<file path="src/rtl/etpc_pkg.sv">
// Summary of operation
// - timer3 clock field codes 000-110 pick internal clocks, 111 picks timer3 pin.
// - run bit 0 stops and clears the counter; 1 starts counting.
// - timer3 mode: 000 timer, 001 divider, 010 pwm, 011 cascaded 16-bit.
// - cascade takes clock from timer3 field, run and level from timer4.
// - fields written with a 0-to-1 run change apply; level bit seeds flip-flop.
// - timer3 pulse-width register changes while running only in pwm modes.
// - timer4 has control, period, pulse-width registers with same write limits.
// - timer4 mode: 000-010 8-bit, 011 reserved, 100-111 16-bit modes.
// - timer4 mode top bit set makes timer4 count timer3 overflows when timer3 is in cascade mode (011).
package etpc_pkg;
   typedef struct packed {
      logic ff_ctl;
      logic [2:0] clk_sel;
      logic run;
      logic [2:0] mode;
   } etpc_ctl_s;

   localparam logic [7:0] CTL_RESET = 8'h00;
   localparam logic [7:0] PER_RESET = 8'h00;
   localparam logic [7:0] PW_RESET = 8'h00;
   localparam logic [7:0] CNT_FULL = 8'hff;

   localparam logic [9:0] IDX_CTL3 = 10'h018;
   localparam logic [9:0] IDX_CTL4 = 10'h019;
   localparam logic [9:0] IDX_PER3 = 10'h01a;
   localparam logic [9:0] IDX_PW3 = 10'h01b;
   localparam logic [9:0] IDX_PER4 = 10'h01c;
   localparam logic [9:0] IDX_PW4 = 10'h01d;
   localparam logic [9:0] IDX_STAT = 10'h01e;
   localparam logic [9:0] IDX_CFG = 10'h01f;

   localparam logic [2:0] CK_DIV11 = 3'h0;
   localparam logic [2:0] CK_DIV7 = 3'h1;
   localparam logic [2:0] CK_DIV5 = 3'h2;
   localparam logic [2:0] CK_DIV3 = 3'h3;
   localparam logic [2:0] CK_LF = 3'h4;
   localparam logic [2:0] CK_DIV1 = 3'h5;
   localparam logic [2:0] CK_HF = 3'h6;
   localparam logic [2:0] CK_PIN = 3'h7;

   localparam logic [2:0] M8_TIMER = 3'h0;
   localparam logic [2:0] M8_DIV = 3'h1;
   localparam logic [2:0] M8_PWM = 3'h2;
   localparam logic [2:0] M_CASC = 3'h3;
   localparam logic [2:0] M16_TIMER = 3'h4;
   localparam logic [2:0] M16_WARM = 3'h5;
   localparam logic [2:0] M16_PWM = 3'h6;
   localparam logic [2:0] M16_PPG = 3'h7;

   localparam int MODE_TOP_BIT = 2;
   localparam int PRESC_MIN_W = 11;
endpackage : etpc_pkg

</file>
<file path="src/rtl/etpc_sync.sv">
`timescale 1ns/1ns
`default_nettype none
module etpc_sync (
   input wire logic clk,
   input wire logic rst_n,
   input wire logic async_in,
   output logic level,
   output logic rise
);
   logic s1_q, s2_q, s3_q, lvl_q;

   always_ff @(posedge clk or negedge rst_n) begin
      if (!rst_n) begin
         s1_q <= 1'b0;
         s2_q <= 1'b0;
         s3_q <= 1'b0;
      end else begin
         s1_q <= async_in;
         s2_q <= s1_q;
         s3_q <= s2_q;
      end
   end

   // level moves once second and third stages agree
   always_ff @(posedge clk or negedge rst_n) begin
      if (!rst_n) begin
         lvl_q <= 1'b0;
      end else if (s2_q == s3_q) begin
         lvl_q <= s3_q;
      end
   end

   assign level = lvl_q;
   assign rise = (s2_q == s3_q) & s3_q & ~lvl_q;
endmodule : etpc_sync
`default_nettype wire

</file>
<file path="src/rtl/etpc_top.sv">
`timescale 1ns/1ns
`default_nettype none
module etpc_top
   import etpc_pkg::*;
#(
   parameter int PRESC_W = 11
) (
   input wire logic pclk,
   input wire logic presetn,
   input wire logic psel,
   input wire logic penable,
   input wire logic pwrite,
   input wire logic [11:0] paddr,
   input wire logic [31:0] pwdata,
   output logic [31:0] prdata,
   output logic pready,
   output logic pslverr,
   input wire logic low_freq_clock,
   input wire logic timer3_pin,
   input wire logic timer4_pin,
   output logic timer3_out,
   output logic timer4_out
);
   if (PRESC_W < PRESC_MIN_W) begin : g_chk
      $error("etpc_top: prescaler too narrow");
   end

   etpc_ctl_s ctl3_q, ctl4_q;
   logic [7:0] per3_q, pw3_q, per4_q, pw4_q;
   logic [7:0] cnt3_q, cnt4_q;
   logic ff3_q, ff4_q, run3_prev_q, run4_prev_q;
   logic div_src_q;
   logic [PRESC_W-1:0] presc_q;
   logic [2:0] lf_div_q;
   logic [31:0] prdata_q;
   logic pready_q, pslverr_q;
   logic lf_tick, pin3_tick, pin4_tick;

   etpc_sync u_lf (
      .clk(pclk),
      .rst_n(presetn),
      .async_in(low_freq_clock),
      .level(),
      .rise(lf_tick)
   );
   etpc_sync u_pin3 (
      .clk(pclk),
      .rst_n(presetn),
      .async_in(timer3_pin),
      .level(),
      .rise(pin3_tick)
   );
   etpc_sync u_pin4 (
      .clk(pclk),
      .rst_n(presetn),
      .async_in(timer4_pin),
      .level(),
      .rise(pin4_tick)
   );

   // prescaler chain from the fast clock and the slow-clock /8 stage
   always_ff @(posedge pclk or negedge presetn) begin
      if (!presetn) begin
         presc_q <= '0;
      end else begin
         presc_q <= presc_q + 1'b1;
      end
   end

   always_ff @(posedge pclk or negedge presetn) begin
      if (!presetn) begin
         lf_div_q <= 3'h0;
      end else if (lf_tick) begin
         lf_div_q <= lf_div_q + 3'h1;
      end
   end

   function automatic logic tap(input int n);
      logic t;
      t = 1'b1;
      for (int i = 0; i < PRESC_MIN_W; i++) begin
         if (i < n) begin
            t = t & presc_q[i];
         end
      end
      return t;
   endfunction : tap

   function automatic logic sel_tick(input logic [2:0] sel, input logic pin_tick);
      logic t;
      unique case (sel)
         CK_DIV11: t = div_src_q ? (lf_tick & (&lf_div_q)) : tap(11);
         CK_DIV7: t = tap(7);
         CK_DIV5: t = tap(5);
         CK_DIV3: t = tap(3);
         CK_LF: t = lf_tick;
         CK_DIV1: t = tap(1);
         CK_HF: t = 1'b1;
         CK_PIN: t = pin_tick;
      endcase
      return t;
   endfunction : sel_tick

   // cascade and clock routing
   logic casc, t4_16, run3, run4, tk3, tk4, carry3, match16, pwm16_hit;
   assign casc = (ctl3_q.mode == M_CASC);
   assign t4_16 = ctl4_q.mode[MODE_TOP_BIT];
   assign run3 = casc ? ctl4_q.run : ctl3_q.run;
   assign run4 = ctl4_q.run;
   always_comb tk3 = sel_tick(ctl3_q.clk_sel, pin3_tick);
   assign carry3 = run3 & tk3 & casc & (cnt3_q == CNT_FULL);
   always_comb tk4 = t4_16 ? carry3 : sel_tick(ctl4_q.clk_sel, pin4_tick);
   assign match16 = ({cnt4_q, cnt3_q} == {per4_q, per3_q});
   assign pwm16_hit = ({cnt4_q, cnt3_q} == {pw4_q, pw3_q});

   // timer3 low byte counter
   always_ff @(posedge pclk or negedge presetn) begin
      if (!presetn) begin
         cnt3_q <= 8'h00;
      end else if (!run3) begin
         cnt3_q <= 8'h00;
      end else if (tk3) begin
         if (casc) begin
            cnt3_q <= (match16 && t4_16 && ctl4_q.mode != M16_PWM) ? 8'h00 : cnt3_q + 8'h01;
         end else begin
            unique case (ctl3_q.mode)
               M8_TIMER, M8_DIV: cnt3_q <= (cnt3_q == per3_q) ? 8'h00 : cnt3_q + 8'h01;
               default: cnt3_q <= cnt3_q + 8'h01;
            endcase
         end
      end
   end

   // timer4 counter, upper byte in 16-bit modes
   always_ff @(posedge pclk or negedge presetn) begin
      if (!presetn) begin
         cnt4_q <= 8'h00;
      end else if (!run4) begin
         cnt4_q <= 8'h00;
      end else if (t4_16) begin
         if (casc && tk3 && match16 && ctl4_q.mode != M16_PWM) begin
            cnt4_q <= 8'h00;
         end else if (tk4) begin
            cnt4_q <= cnt4_q + 8'h01;
         end
      end else if (tk4) begin
         unique case (ctl4_q.mode)
            M8_TIMER, M8_DIV: cnt4_q <= (cnt4_q == per4_q) ? 8'h00 : cnt4_q + 8'h01;
            M8_PWM: cnt4_q <= cnt4_q + 8'h01;
            default: cnt4_q <= cnt4_q;
         endcase
      end
   end

   // flip-flop outputs, seeded from the level bit at start
   always_ff @(posedge pclk or negedge presetn) begin
      if (!presetn) begin
         run3_prev_q <= 1'b0;
         run4_prev_q <= 1'b0;
      end else begin
         run3_prev_q <= run3;
         run4_prev_q <= run4;
      end
   end

   always_ff @(posedge pclk or negedge presetn) begin
      if (!presetn) begin
         ff3_q <= 1'b0;
      end else if (run3 && !run3_prev_q && !casc) begin
         ff3_q <= ctl3_q.ff_ctl;
      end else if (run3 && tk3 && !casc) begin
         if (ctl3_q.mode == M8_DIV && cnt3_q == per3_q) begin
            ff3_q <= ~ff3_q;
         end else if (ctl3_q.mode == M8_PWM && (cnt3_q == pw3_q || cnt3_q == CNT_FULL)) begin
            ff3_q <= ~ff3_q;
         end
      end
   end

   always_ff @(posedge pclk or negedge presetn) begin
      if (!presetn) begin
         ff4_q <= 1'b0;
      end else if (run4 && !run4_prev_q) begin
         ff4_q <= ctl4_q.ff_ctl;
      end else if (run4 && t4_16 && casc && tk3) begin
         if ((ctl4_q.mode == M16_TIMER || ctl4_q.mode == M16_PPG) && match16) begin
            ff4_q <= ~ff4_q;
         end else if (ctl4_q.mode == M16_PWM && (pwm16_hit || {cnt4_q, cnt3_q} == {CNT_FULL, CNT_FULL})) begin
            ff4_q <= ~ff4_q;
         end
      end else if (run4 && tk4 && !t4_16) begin
         if (ctl4_q.mode == M8_DIV && cnt4_q == per4_q) begin
            ff4_q <= ~ff4_q;
         end else if (ctl4_q.mode == M8_PWM && (cnt4_q == pw4_q || cnt4_q == CNT_FULL)) begin
            ff4_q <= ~ff4_q;
         end
      end
   end

   // APB slave: one wait state, write at the completing edge
   logic wr_done, rd_start;
   logic [9:0] widx;
   logic run3_ctl, run4_ctl, pwm3_ok, pwm4_ok;
   assign widx = paddr[11:2];
   assign wr_done = psel & penable & pready_q & pwrite;
   assign rd_start = psel & penable & ~pready_q;
   assign run3_ctl = casc ? ctl4_q.run : ctl3_q.run;
   assign pwm3_ok = (ctl3_q.mode == M8_PWM) || (casc && ctl4_q.mode == M16_PWM);
   assign pwm4_ok = (ctl4_q.mode == M8_PWM) || (ctl4_q.mode == M16_PWM);
   assign run4_ctl = ctl4_q.run;

   function automatic logic mapped(input logic [9:0] idx);
      return idx >= IDX_CTL3 && idx <= IDX_CFG;
   endfunction : mapped

   always_ff @(posedge pclk or negedge presetn) begin
      if (!presetn) begin
         ctl3_q <= CTL_RESET;
         ctl4_q <= CTL_RESET;
      end else if (wr_done) begin
         if (widx == IDX_CTL3) begin
            if (ctl3_q.run) begin
               ctl3_q.run <= pwdata[3];
            end else begin
               ctl3_q <= pwdata[7:0];
            end
         end
         if (widx == IDX_CTL4) begin
            if (ctl4_q.run) begin
               ctl4_q.run <= pwdata[3];
            end else begin
               ctl4_q <= pwdata[7:0];
            end
         end
      end
   end

   always_ff @(posedge pclk or negedge presetn) begin
      if (!presetn) begin
         per3_q <= PER_RESET;
         pw3_q <= PW_RESET;
         per4_q <= PER_RESET;
         pw4_q <= PW_RESET;
         div_src_q <= 1'b0;
      end else if (wr_done) begin
         if (widx == IDX_PER3 && !run3_ctl) begin
            per3_q <= pwdata[7:0];
         end
         if (widx == IDX_PW3 && (!run3_ctl || pwm3_ok)) begin
            pw3_q <= pwdata[7:0];
         end
         if (widx == IDX_PER4 && !run4_ctl) begin
            per4_q <= pwdata[7:0];
         end
         if (widx == IDX_PW4 && (!run4_ctl || pwm4_ok)) begin
            pw4_q <= pwdata[7:0];
         end
         if (widx == IDX_CFG) begin
            div_src_q <= pwdata[0];
         end
      end
   end

   always_ff @(posedge pclk or negedge presetn) begin
      if (!presetn) begin
         pready_q <= 1'b0;
         pslverr_q <= 1'b0;
         prdata_q <= 32'h0000_0000;
      end else begin
         pready_q <= rd_start;
         pslverr_q <= rd_start & ~mapped(widx);
         if (rd_start && !pwrite) begin
            unique case (widx)
               IDX_CTL3: prdata_q <= {24'h00_0000, ctl3_q};
               IDX_CTL4: prdata_q <= {24'h00_0000, ctl4_q};
               IDX_PER3: prdata_q <= {24'h00_0000, per3_q};
               IDX_PW3: prdata_q <= {24'h00_0000, pw3_q};
               IDX_PER4: prdata_q <= {24'h00_0000, per4_q};
               IDX_PW4: prdata_q <= {24'h00_0000, pw4_q};
               IDX_STAT: prdata_q <= {14'h0000, ff4_q, ff3_q, cnt4_q, cnt3_q};
               IDX_CFG: prdata_q <= {31'h0000_0000, div_src_q};
               default: prdata_q <= 32'h0000_0000;
            endcase
         end
      end
   end

   assign prdata = prdata_q;
   assign pready = pready_q;
   assign pslverr = pslverr_q;
   assign timer3_out = ff3_q;
   assign timer4_out = ff4_q;
endmodule : etpc_top
`default_nettype wire

</file>
<file path="config.mk">
export PLATFORM = sky130hd
export DESIGN_NAME = etpc_top
export DESIGN_NICKNAME = d
export VERILOG_FILES = /design/src/rtl/etpc_pkg.sv /design/src/rtl/etpc_sync.sv /design/src/rtl/etpc_top.sv
export SDC_FILE = /design/constraint.sdc
export NUM_CORES = 1
export LEC_CHECK = 0
export BUFFER_PORTS_ARGS = -buffer_cell sky130_fd_sc_hd__clkbuf_2
export CELL_PAD_IN_SITES_DETAIL_PLACEMENT = 1
export CELL_PAD_IN_SITES_GLOBAL_PLACEMENT = 1
export CORE_UTILIZATION = 41
export DETAILED_ROUTE_END_ITERATION = 10
export GPL_TIMING_DRIVEN = 1
export HOLD_SLACK_MARGIN = 0.12
export PLACE_DENSITY_LB_ADDON = 0.05
export SLEW_MARGIN = 20
export SYNTH_ARGS = -nofsm -noshare
export SYNTH_HDL_FRONTEND = slang
export SYNTH_SLANG_ARGS = --single-unit
</file>
<file path="constraint.sdc">
create_clock -name pclk -period 2.5 [get_ports pclk]
set_input_delay 0.125 -clock pclk [delete_from_list [all_inputs] [get_ports pclk]]
set_output_delay 0.125 -clock pclk [all_outputs]
set_load 0.005 [all_outputs]
</file>
Word level (Yosys, flattened, before mapping)
Cells that the tools add are included.
- logic and storage cells: 299
- register bits after elaboration: 129
- output and inout port bits: 36
- bits of input ports: 52
- eq/ne operators: 48
- order comparisons: 2
- muxes and demuxes: 75
- $add $sub $neg: 4
- bitwise logic cells: 68
- reduce and logical (&&, ||, !) cells: 66
- operators with widths (kind ; count):
    case mux 18 bit (8 select lines) ; 1
    2-to-1 mux 8 bit ; 12
    equality test 10 x 5 -> 1 bit (second input constant) ; 8
    bitwise AND 1 bit ; 59
    2-to-1 mux 1 bit ; 59
    equality test 3 bit (second input constant) ; 11
    equality test 16 bit ; 2
    equality test 8 bit ; 4
    logical AND 1 bit ; 28
    equality test 3 x 2 -> 1 bit (second input constant) ; 7
    adder 8 x 1 -> 8 bit (second input constant) ; 2
    equality test 16 bit (second input constant) ; 1
    equality test 8 bit (second input constant) ; 2
    case mux 1 bit (8 select lines) ; 2
    case mux 8 bit (2 select lines) ; 1
    AND reduction 2 bit ; 8
    AND reduction 3 bit ; 5
    equality test 3 x 1 -> 1 bit (second input constant) ; 4
    logical NOT 3 bit ; 4
    adder 11 x 1 -> 11 bit (second input constant) ; 1
    greater-or-equal comparator 10 x 5 -> 1 bit (second input constant) ; 1
    <= comparator 10 x 5 -> 1 bit (second input constant) ; 1
    NOT 1 bit ; 9
    logical OR 1 bit ; 8
    other kinds (12) ; 23

Logic depth before layout (Yosys ltp)
- word-level depth: 32
- mapped depth: 10
- gate-level depth less buffers: 9

Cells and area by module
A second synthesis with hierarchy kept.
- cell total of the unflattened synthesis: 551
- area total of the unflattened synthesis: 6014.5 µm²
- modules (own cells, without submodules) (module ; area an instance (µm²) ; instances ; sequential area each (µm²) ; cells an instance):
    etpc_top ; 5612.9 ; 1 ; 2577.5 ; 530
    etpc_sync ; 133.9 ; 3 ; 100.1 ; 7

Least setup slack after synthesis
Ideal clock, no wire load.
- path kind: register to register
- from: reg presc_q[0]
- to: reg cnt4_q[0]
- library setup time: 0.125 ns
- data required time: 2.375 ns
- stages on the path, launching flop included: 10
- buffers on the path: 0
- data arrival time: 2.398 ns
- path slack: -0.023 ns
- clock period less this slack: 2.523 ns
- path through: dfrtp_1 -> ha_1 -> ha_1 -> nand2_1 -> nor4_1 -> or4_4 -> a32o_2 -> a311o_4 -> nor2b_4 -> mux2_2
- longest elaborated chain between the ends: 28
- elaborated cells between the ends (all ways): 105
- those cells by class: eq/ne: 2; mux: 52; bitwise: 47; reduce/logical: 4
- ends and longest elaborated chain (element ; RTL line ; text):
    from (decl) ; etpc_top.sv:33 ; logic [PRESC_W-1:0] presc_q;
    from (signal assigned) ; etpc_top.sv:66 ; presc_q <= presc_q + 1'b1;
    2-to-1 mux 1 bit ; etpc_top.sv:91 ; unique case (sel)
    bitwise AND 1 bit ; etpc_top.sv:83 ; t = t & presc_q[i];
    2-to-1 mux 1 bit ; etpc_top.sv:91 ;
    bitwise AND 1 bit ; etpc_top.sv:83 ;
    2-to-1 mux 1 bit ; etpc_top.sv:91 ;
    bitwise AND 1 bit ; etpc_top.sv:83 ;
    2-to-1 mux 1 bit ; etpc_top.sv:91 ;
    bitwise AND 1 bit ; etpc_top.sv:83 ;
    [10 not listed] ; n/a ;
    2-to-1 mux 1 bit ; etpc_top.sv:91 ;
    bitwise AND 1 bit ; etpc_top.sv:83 ;
    2-to-1 mux 1 bit ; etpc_top.sv:92 ; CK_DIV11: t = div_src_q ? (lf_tick & (&lf_div_q)) : tap(11);
    case mux 1 bit (8 select lines) ; etpc_top.sv:91 ;
    bitwise AND 1 bit or logical AND 1 bit (tied branches) (3 in series) ; etpc_top.sv:111, etpc_top.sv:141 ;
    2-to-1 mux 1 bit or 2-to-1 mux 8 bit (tied branches) ; etpc_top.sv:112, etpc_top.sv:141 ;
    inequality test 3 x 1 -> 1 bit (no source line) (tied with other cells) ; n/a ;
    AND reduction 3 bit (no source line) or 2-to-1 mux 8 bit (tied branches) ; n/a ;
    to (signal assigned) ; etpc_top.sv:144 ; cnt4_q <= cnt4_q + 8'h01;
    to (signal assigned) ; etpc_top.sv:148 ; M8_TIMER, M8_DIV: cnt4_q <= (cnt4_q == per4_q) ? 8'h00 : cnt4_q + 8'h01;
    to (signal assigned) ; etpc_top.sv:149 ; M8_PWM: cnt4_q <= cnt4_q + 8'h01;
    to (decl) ; etpc_top.sv:30 ; logic [7:0] cnt3_q, cnt4_q;
Parallel ways exist; a longest one is shown, timed or not. The select of a mux whose other input is x is not followed.
A chain may end at the register's enable or synchronous reset.

Worst setup path after layout
- from: reg presc_q[1]
- to: reg cnt4_q[1]
- longest elaborated chain between the ends: 27
- elaborated cells between the ends (all ways): 97
- those cells by class: eq/ne: 2; mux: 44; bitwise: 47; reduce/logical: 4
- ends and longest elaborated chain (element ; RTL line):
    bitwise AND 1 bit ; etpc_top.sv:83
    2-to-1 mux 1 bit ; etpc_top.sv:91
    bitwise AND 1 bit ; etpc_top.sv:83
    2-to-1 mux 1 bit ; etpc_top.sv:91
    bitwise AND 1 bit ; etpc_top.sv:83
    2-to-1 mux 1 bit ; etpc_top.sv:91
    bitwise AND 1 bit ; etpc_top.sv:83
    2-to-1 mux 1 bit ; etpc_top.sv:91
    [9 not listed] ; n/a
    2-to-1 mux 1 bit ; etpc_top.sv:91
    bitwise AND 1 bit ; etpc_top.sv:83
    2-to-1 mux 1 bit ; etpc_top.sv:92
    case mux 1 bit (8 select lines) ; etpc_top.sv:91
    bitwise AND 1 bit or logical AND 1 bit (tied branches) (3 in series) ; etpc_top.sv:111, etpc_top.sv:141
    2-to-1 mux 1 bit or 2-to-1 mux 8 bit (tied branches) ; etpc_top.sv:112, etpc_top.sv:141
    inequality test 3 x 1 -> 1 bit (no source line) (tied with other cells) ; n/a
    AND reduction 3 bit (no source line) or 2-to-1 mux 8 bit (tied branches) ; n/a
Parallel ways exist; a longest one is shown, timed or not. The select of a mux whose other input is x is not followed.

==> results.txt <==
CP cell instances -> ha_4 -> ha_4 -> nand2_4 -> nor4_4 -> or4_4 -> a32o_2 -> a311o_4 -> buf_6 -> mux2_2
Die Area -> 14960 sq um
Port Buffer Count -> 47
Cell mode on critical path -> ha_4
Main synth FF type -> dfrtp_1
Hold path start -> paddr[10]
Clk_lat worst skew -> 430 ps
Slew @ Worst Pin -> 1127 ps
Critical Path Slowest Stage Cell -> or4_4
Most frequent cells in the layout -> dfrtp_1 (114), buf_4 (59), nand2_1 (50)
RR Endpoint -> cnt4_q[1]
Reg2reg path depth -> 9
Reg clk slew, reported paths -> 60 ps
Final period util -> 100.3%
Final hold violation count -> 0
Number of synthesized flops with an enable pin -> 0
Gr usage total -> 26.49%
Pre-Repair DR Iteration Count -> 5
Finished Layout Cells -> 849
Async set-reset flop share out of synthesis -> 100.0%
Fillers -> 1523
Commonest non-fill, non-tap cell in the layout -> dfrtp_1
Leakage power -> 3.853 nW
CP Capture Type -> flip-flop
CTS tree -> done
Syn-to-layout area delta -> 27.87%
Clk buf depth -> 2
CTS Buf Count -> 17
Worst Path Required -> 2810 ps
Worst hold path stage count -> 4
Top cell type by total area after synthesis -> dfrtp_1
Crit path kind -> reg -> reg
Yosys warns -> 0
First-pass GRT wire length -> 28.93 mm
Site Rows -> 43
Family with the most delay on the worst path -> compound AO/OA/AOI/OAI gates
Total wire length -> 18.37 mm
Number of global-route vias before repair -> 5093
H-tree levels -> 4
Drt initial violations -> 242
Hold crit path type -> in -> reg
Hpwl dp -> 13.49 mm
Pwr Density -> 612.9 nW/um^2
Skew final -> 7.363 ps
Rel. slew slack -> 24.52%
FF+latch area -> 2879 sq um
FMAX -> 398.9 MHz
R2R setup slack -> -7 ps
Worst path max stage delay -> 490 ps
Worst Setup SP -> presc_q[1]
GR Overflow Total -> 0
DRC Markers -> 0
Unrepaired setup endpoints after global routing -> yes
Worst r2r src -> presc_q[1]
Final Wtd Congestion -> 0.8926
WP depth -> 9
Netlist cell types -> 70
Io pins -> 88
Slew Limit Fails -> 0
MaxCap Viol Count -> 0
CTS Root Buffer Type -> clkbuf_16
Outcome -> complete, but fails checks
Crit path arrival time -> 2820 ps
Routed Antenna Nets -> 0
Hold EP -> pslverr
Chip width -> 122.3 microns
Starting Density -> 42.42%
Yosys top cell area share -> 48.49%
Multi-input gate area -> 2962 sq um
Worst Path Max Fanout -> 8
Synth Instances -> 534
Final instance area -> 7589 sq um
Failing checks -> negative setup slack
Synth Register Bits -> 115
Chip height -> 122.3 microns
WL/cell -> 21.64 microns
Ranking of synthesized cells by area -> dfrtp_1 (48%), mux2_2 (8.9%), xor2_1 (5.0%)
Total Power -> 0.004651 W
Initial antenna violation count -> 0
Register area share after synthesis -> 48.49%
Finished Core Util -> 54.25%
CP bufs+invs -> 1
Vias -> 4772
Startpoint types -> flip-flop
Largest net degree at the start of global routing -> 52
Peak VDD IR -> 0.4974 mV
Clock sinks -> 115
Number of diodes -> 0
Post-placement cell count -> 802
PnR worst setup slack -> -7.170 ps
Final min period -> 2507 ps
Endpoints failing setup -> 2
Post-synthesis cell area -> 5934 sq um
Synthesized area per cell -> 11.11 sq um
Core footprint -> 13990 sq um
Share of cells above drive strength 1 -> 34.23%
Placed cell area -> 6719 sq um
NumNets Final -> 717
Vias per inst -> 5.621
report_power, final:
part           leakage (nW)  switching, W  internal (W)
Sequential             1.55     0.0000326       0.00190
Combinational          2.02      0.000131      0.000103
Clock                 0.284      0.000987       0.00149
Total                  3.85       0.00115       0.00350
cell usage after synthesis (4+ instances only):
cell type,number
dfrtp_1,115
nand2_1,52
mux2_2,47
xor2_1,34
o21ai_0,27
nand3_1,24
a22oi_1,19
nor2_1,17
a22o_1,14
buf_4,14
nand4_1,12
inv_1,10
ha_1,9
buf_2,8
xnor2_1,8
and3_1,7
clkbuf_1,7
mux2_1,6
nor4_1,6
a222oi_1,5
nor2b_1,5
nor3_1,5
a21o_1,4
a21oi_1,4
buf_6,4
nand2b_1,4
nor4_2,4
or3_1,4
cell type report:
cell class | count | area share (%)
Inverter | 10 | 0.4946
Timing Repair Buffer | 124 | 11.69
Clock inverter | 15 | 2.275
Tap cell | 180 | 2.968
Clock buffer | 17 | 5.606
Multi-Input combinational cell | 388 | 39.03
Sequential cell | 115 | 37.94
per-stage QoR:
stage	TNS, ps	hold WS (ps)	setup WS [ps]
floorplan	-7.882	-170.6	-7.882
global placement	-62.82	181.0	-38.80
finish	-13.26	194.6	-7.170
detailed placement	-508.6	185.7	-103.9
CTS	-123.1	182.4	-41.87
global route	-400.4	197.8	-81.42
logic make-up (layout without fill, tap and decap cells):
kind of cell    count (synthesis)  count (layout)  share of synthesized area [%]
compound gates                 98              98                          12.19
xor+xnor                       44              44                          6.747
fa+ha+maj                      10              10                          2.087
buf+inv                        44             166                          4.343
flops                         115             115                          48.49
mux                            54              54                          10.23
other cells                     1              14                        0.06319
simple gates                  168             168                          15.85
flip-flops by register name (all words and copies together), names as in the netlist, 3 cells and up:
name,flops
pw3_q,8
ctl4_q,7
cnt4_q,8
lf_div_q,3
ctl3_q,8
presc_q,11
per4_q,8
prdata,18
per3_q,8
cnt3_q,8
pw4_q,8
worst register-to-register path, stage by stage (launching register included):
cell and delay [ps]:
dfrtp_1 410, ha_4 190, ha_4 170, nand2_4 70, nor4_4 50, or4_4 490
a32o_2 280, a311o_4 330, buf_6 140, mux2_2 270
worst max path at each step:
| stage | endpoint | slack, ps |
|---|---|---|
| after detailed placement | cnt4_q[1] | -100 |
| final | cnt4_q[1] | -7 |
| after global routing | cnt4_q[0] | -80 |
| after floorplan | cnt4_q[0] | -8 |
| after CTS | cnt4_q[0] | -40 |
| after global placement | cnt4_q[1] | -40 |
what timing repair did:
item,4_1_cts,5_1_grt
gates resized for setup,11,14
setup buffers,1,0
hold buffers,14,0
setup endpoints to repair,14,14
hold endpoints to repair,99,0
pin swaps,3,7
per-layer routing:
metal / routed length, microns / vias up / track usage, %
met3: 710 / 28 / 4.647
met5: 0 / - / 0
met4: 335 / 0 / 9.375
met1: 8117 / 2460 / 34.38
li1: - / 2173 / -
met2: 9209 / 111 / 44.28
Power figures use the tool's default switching activity.
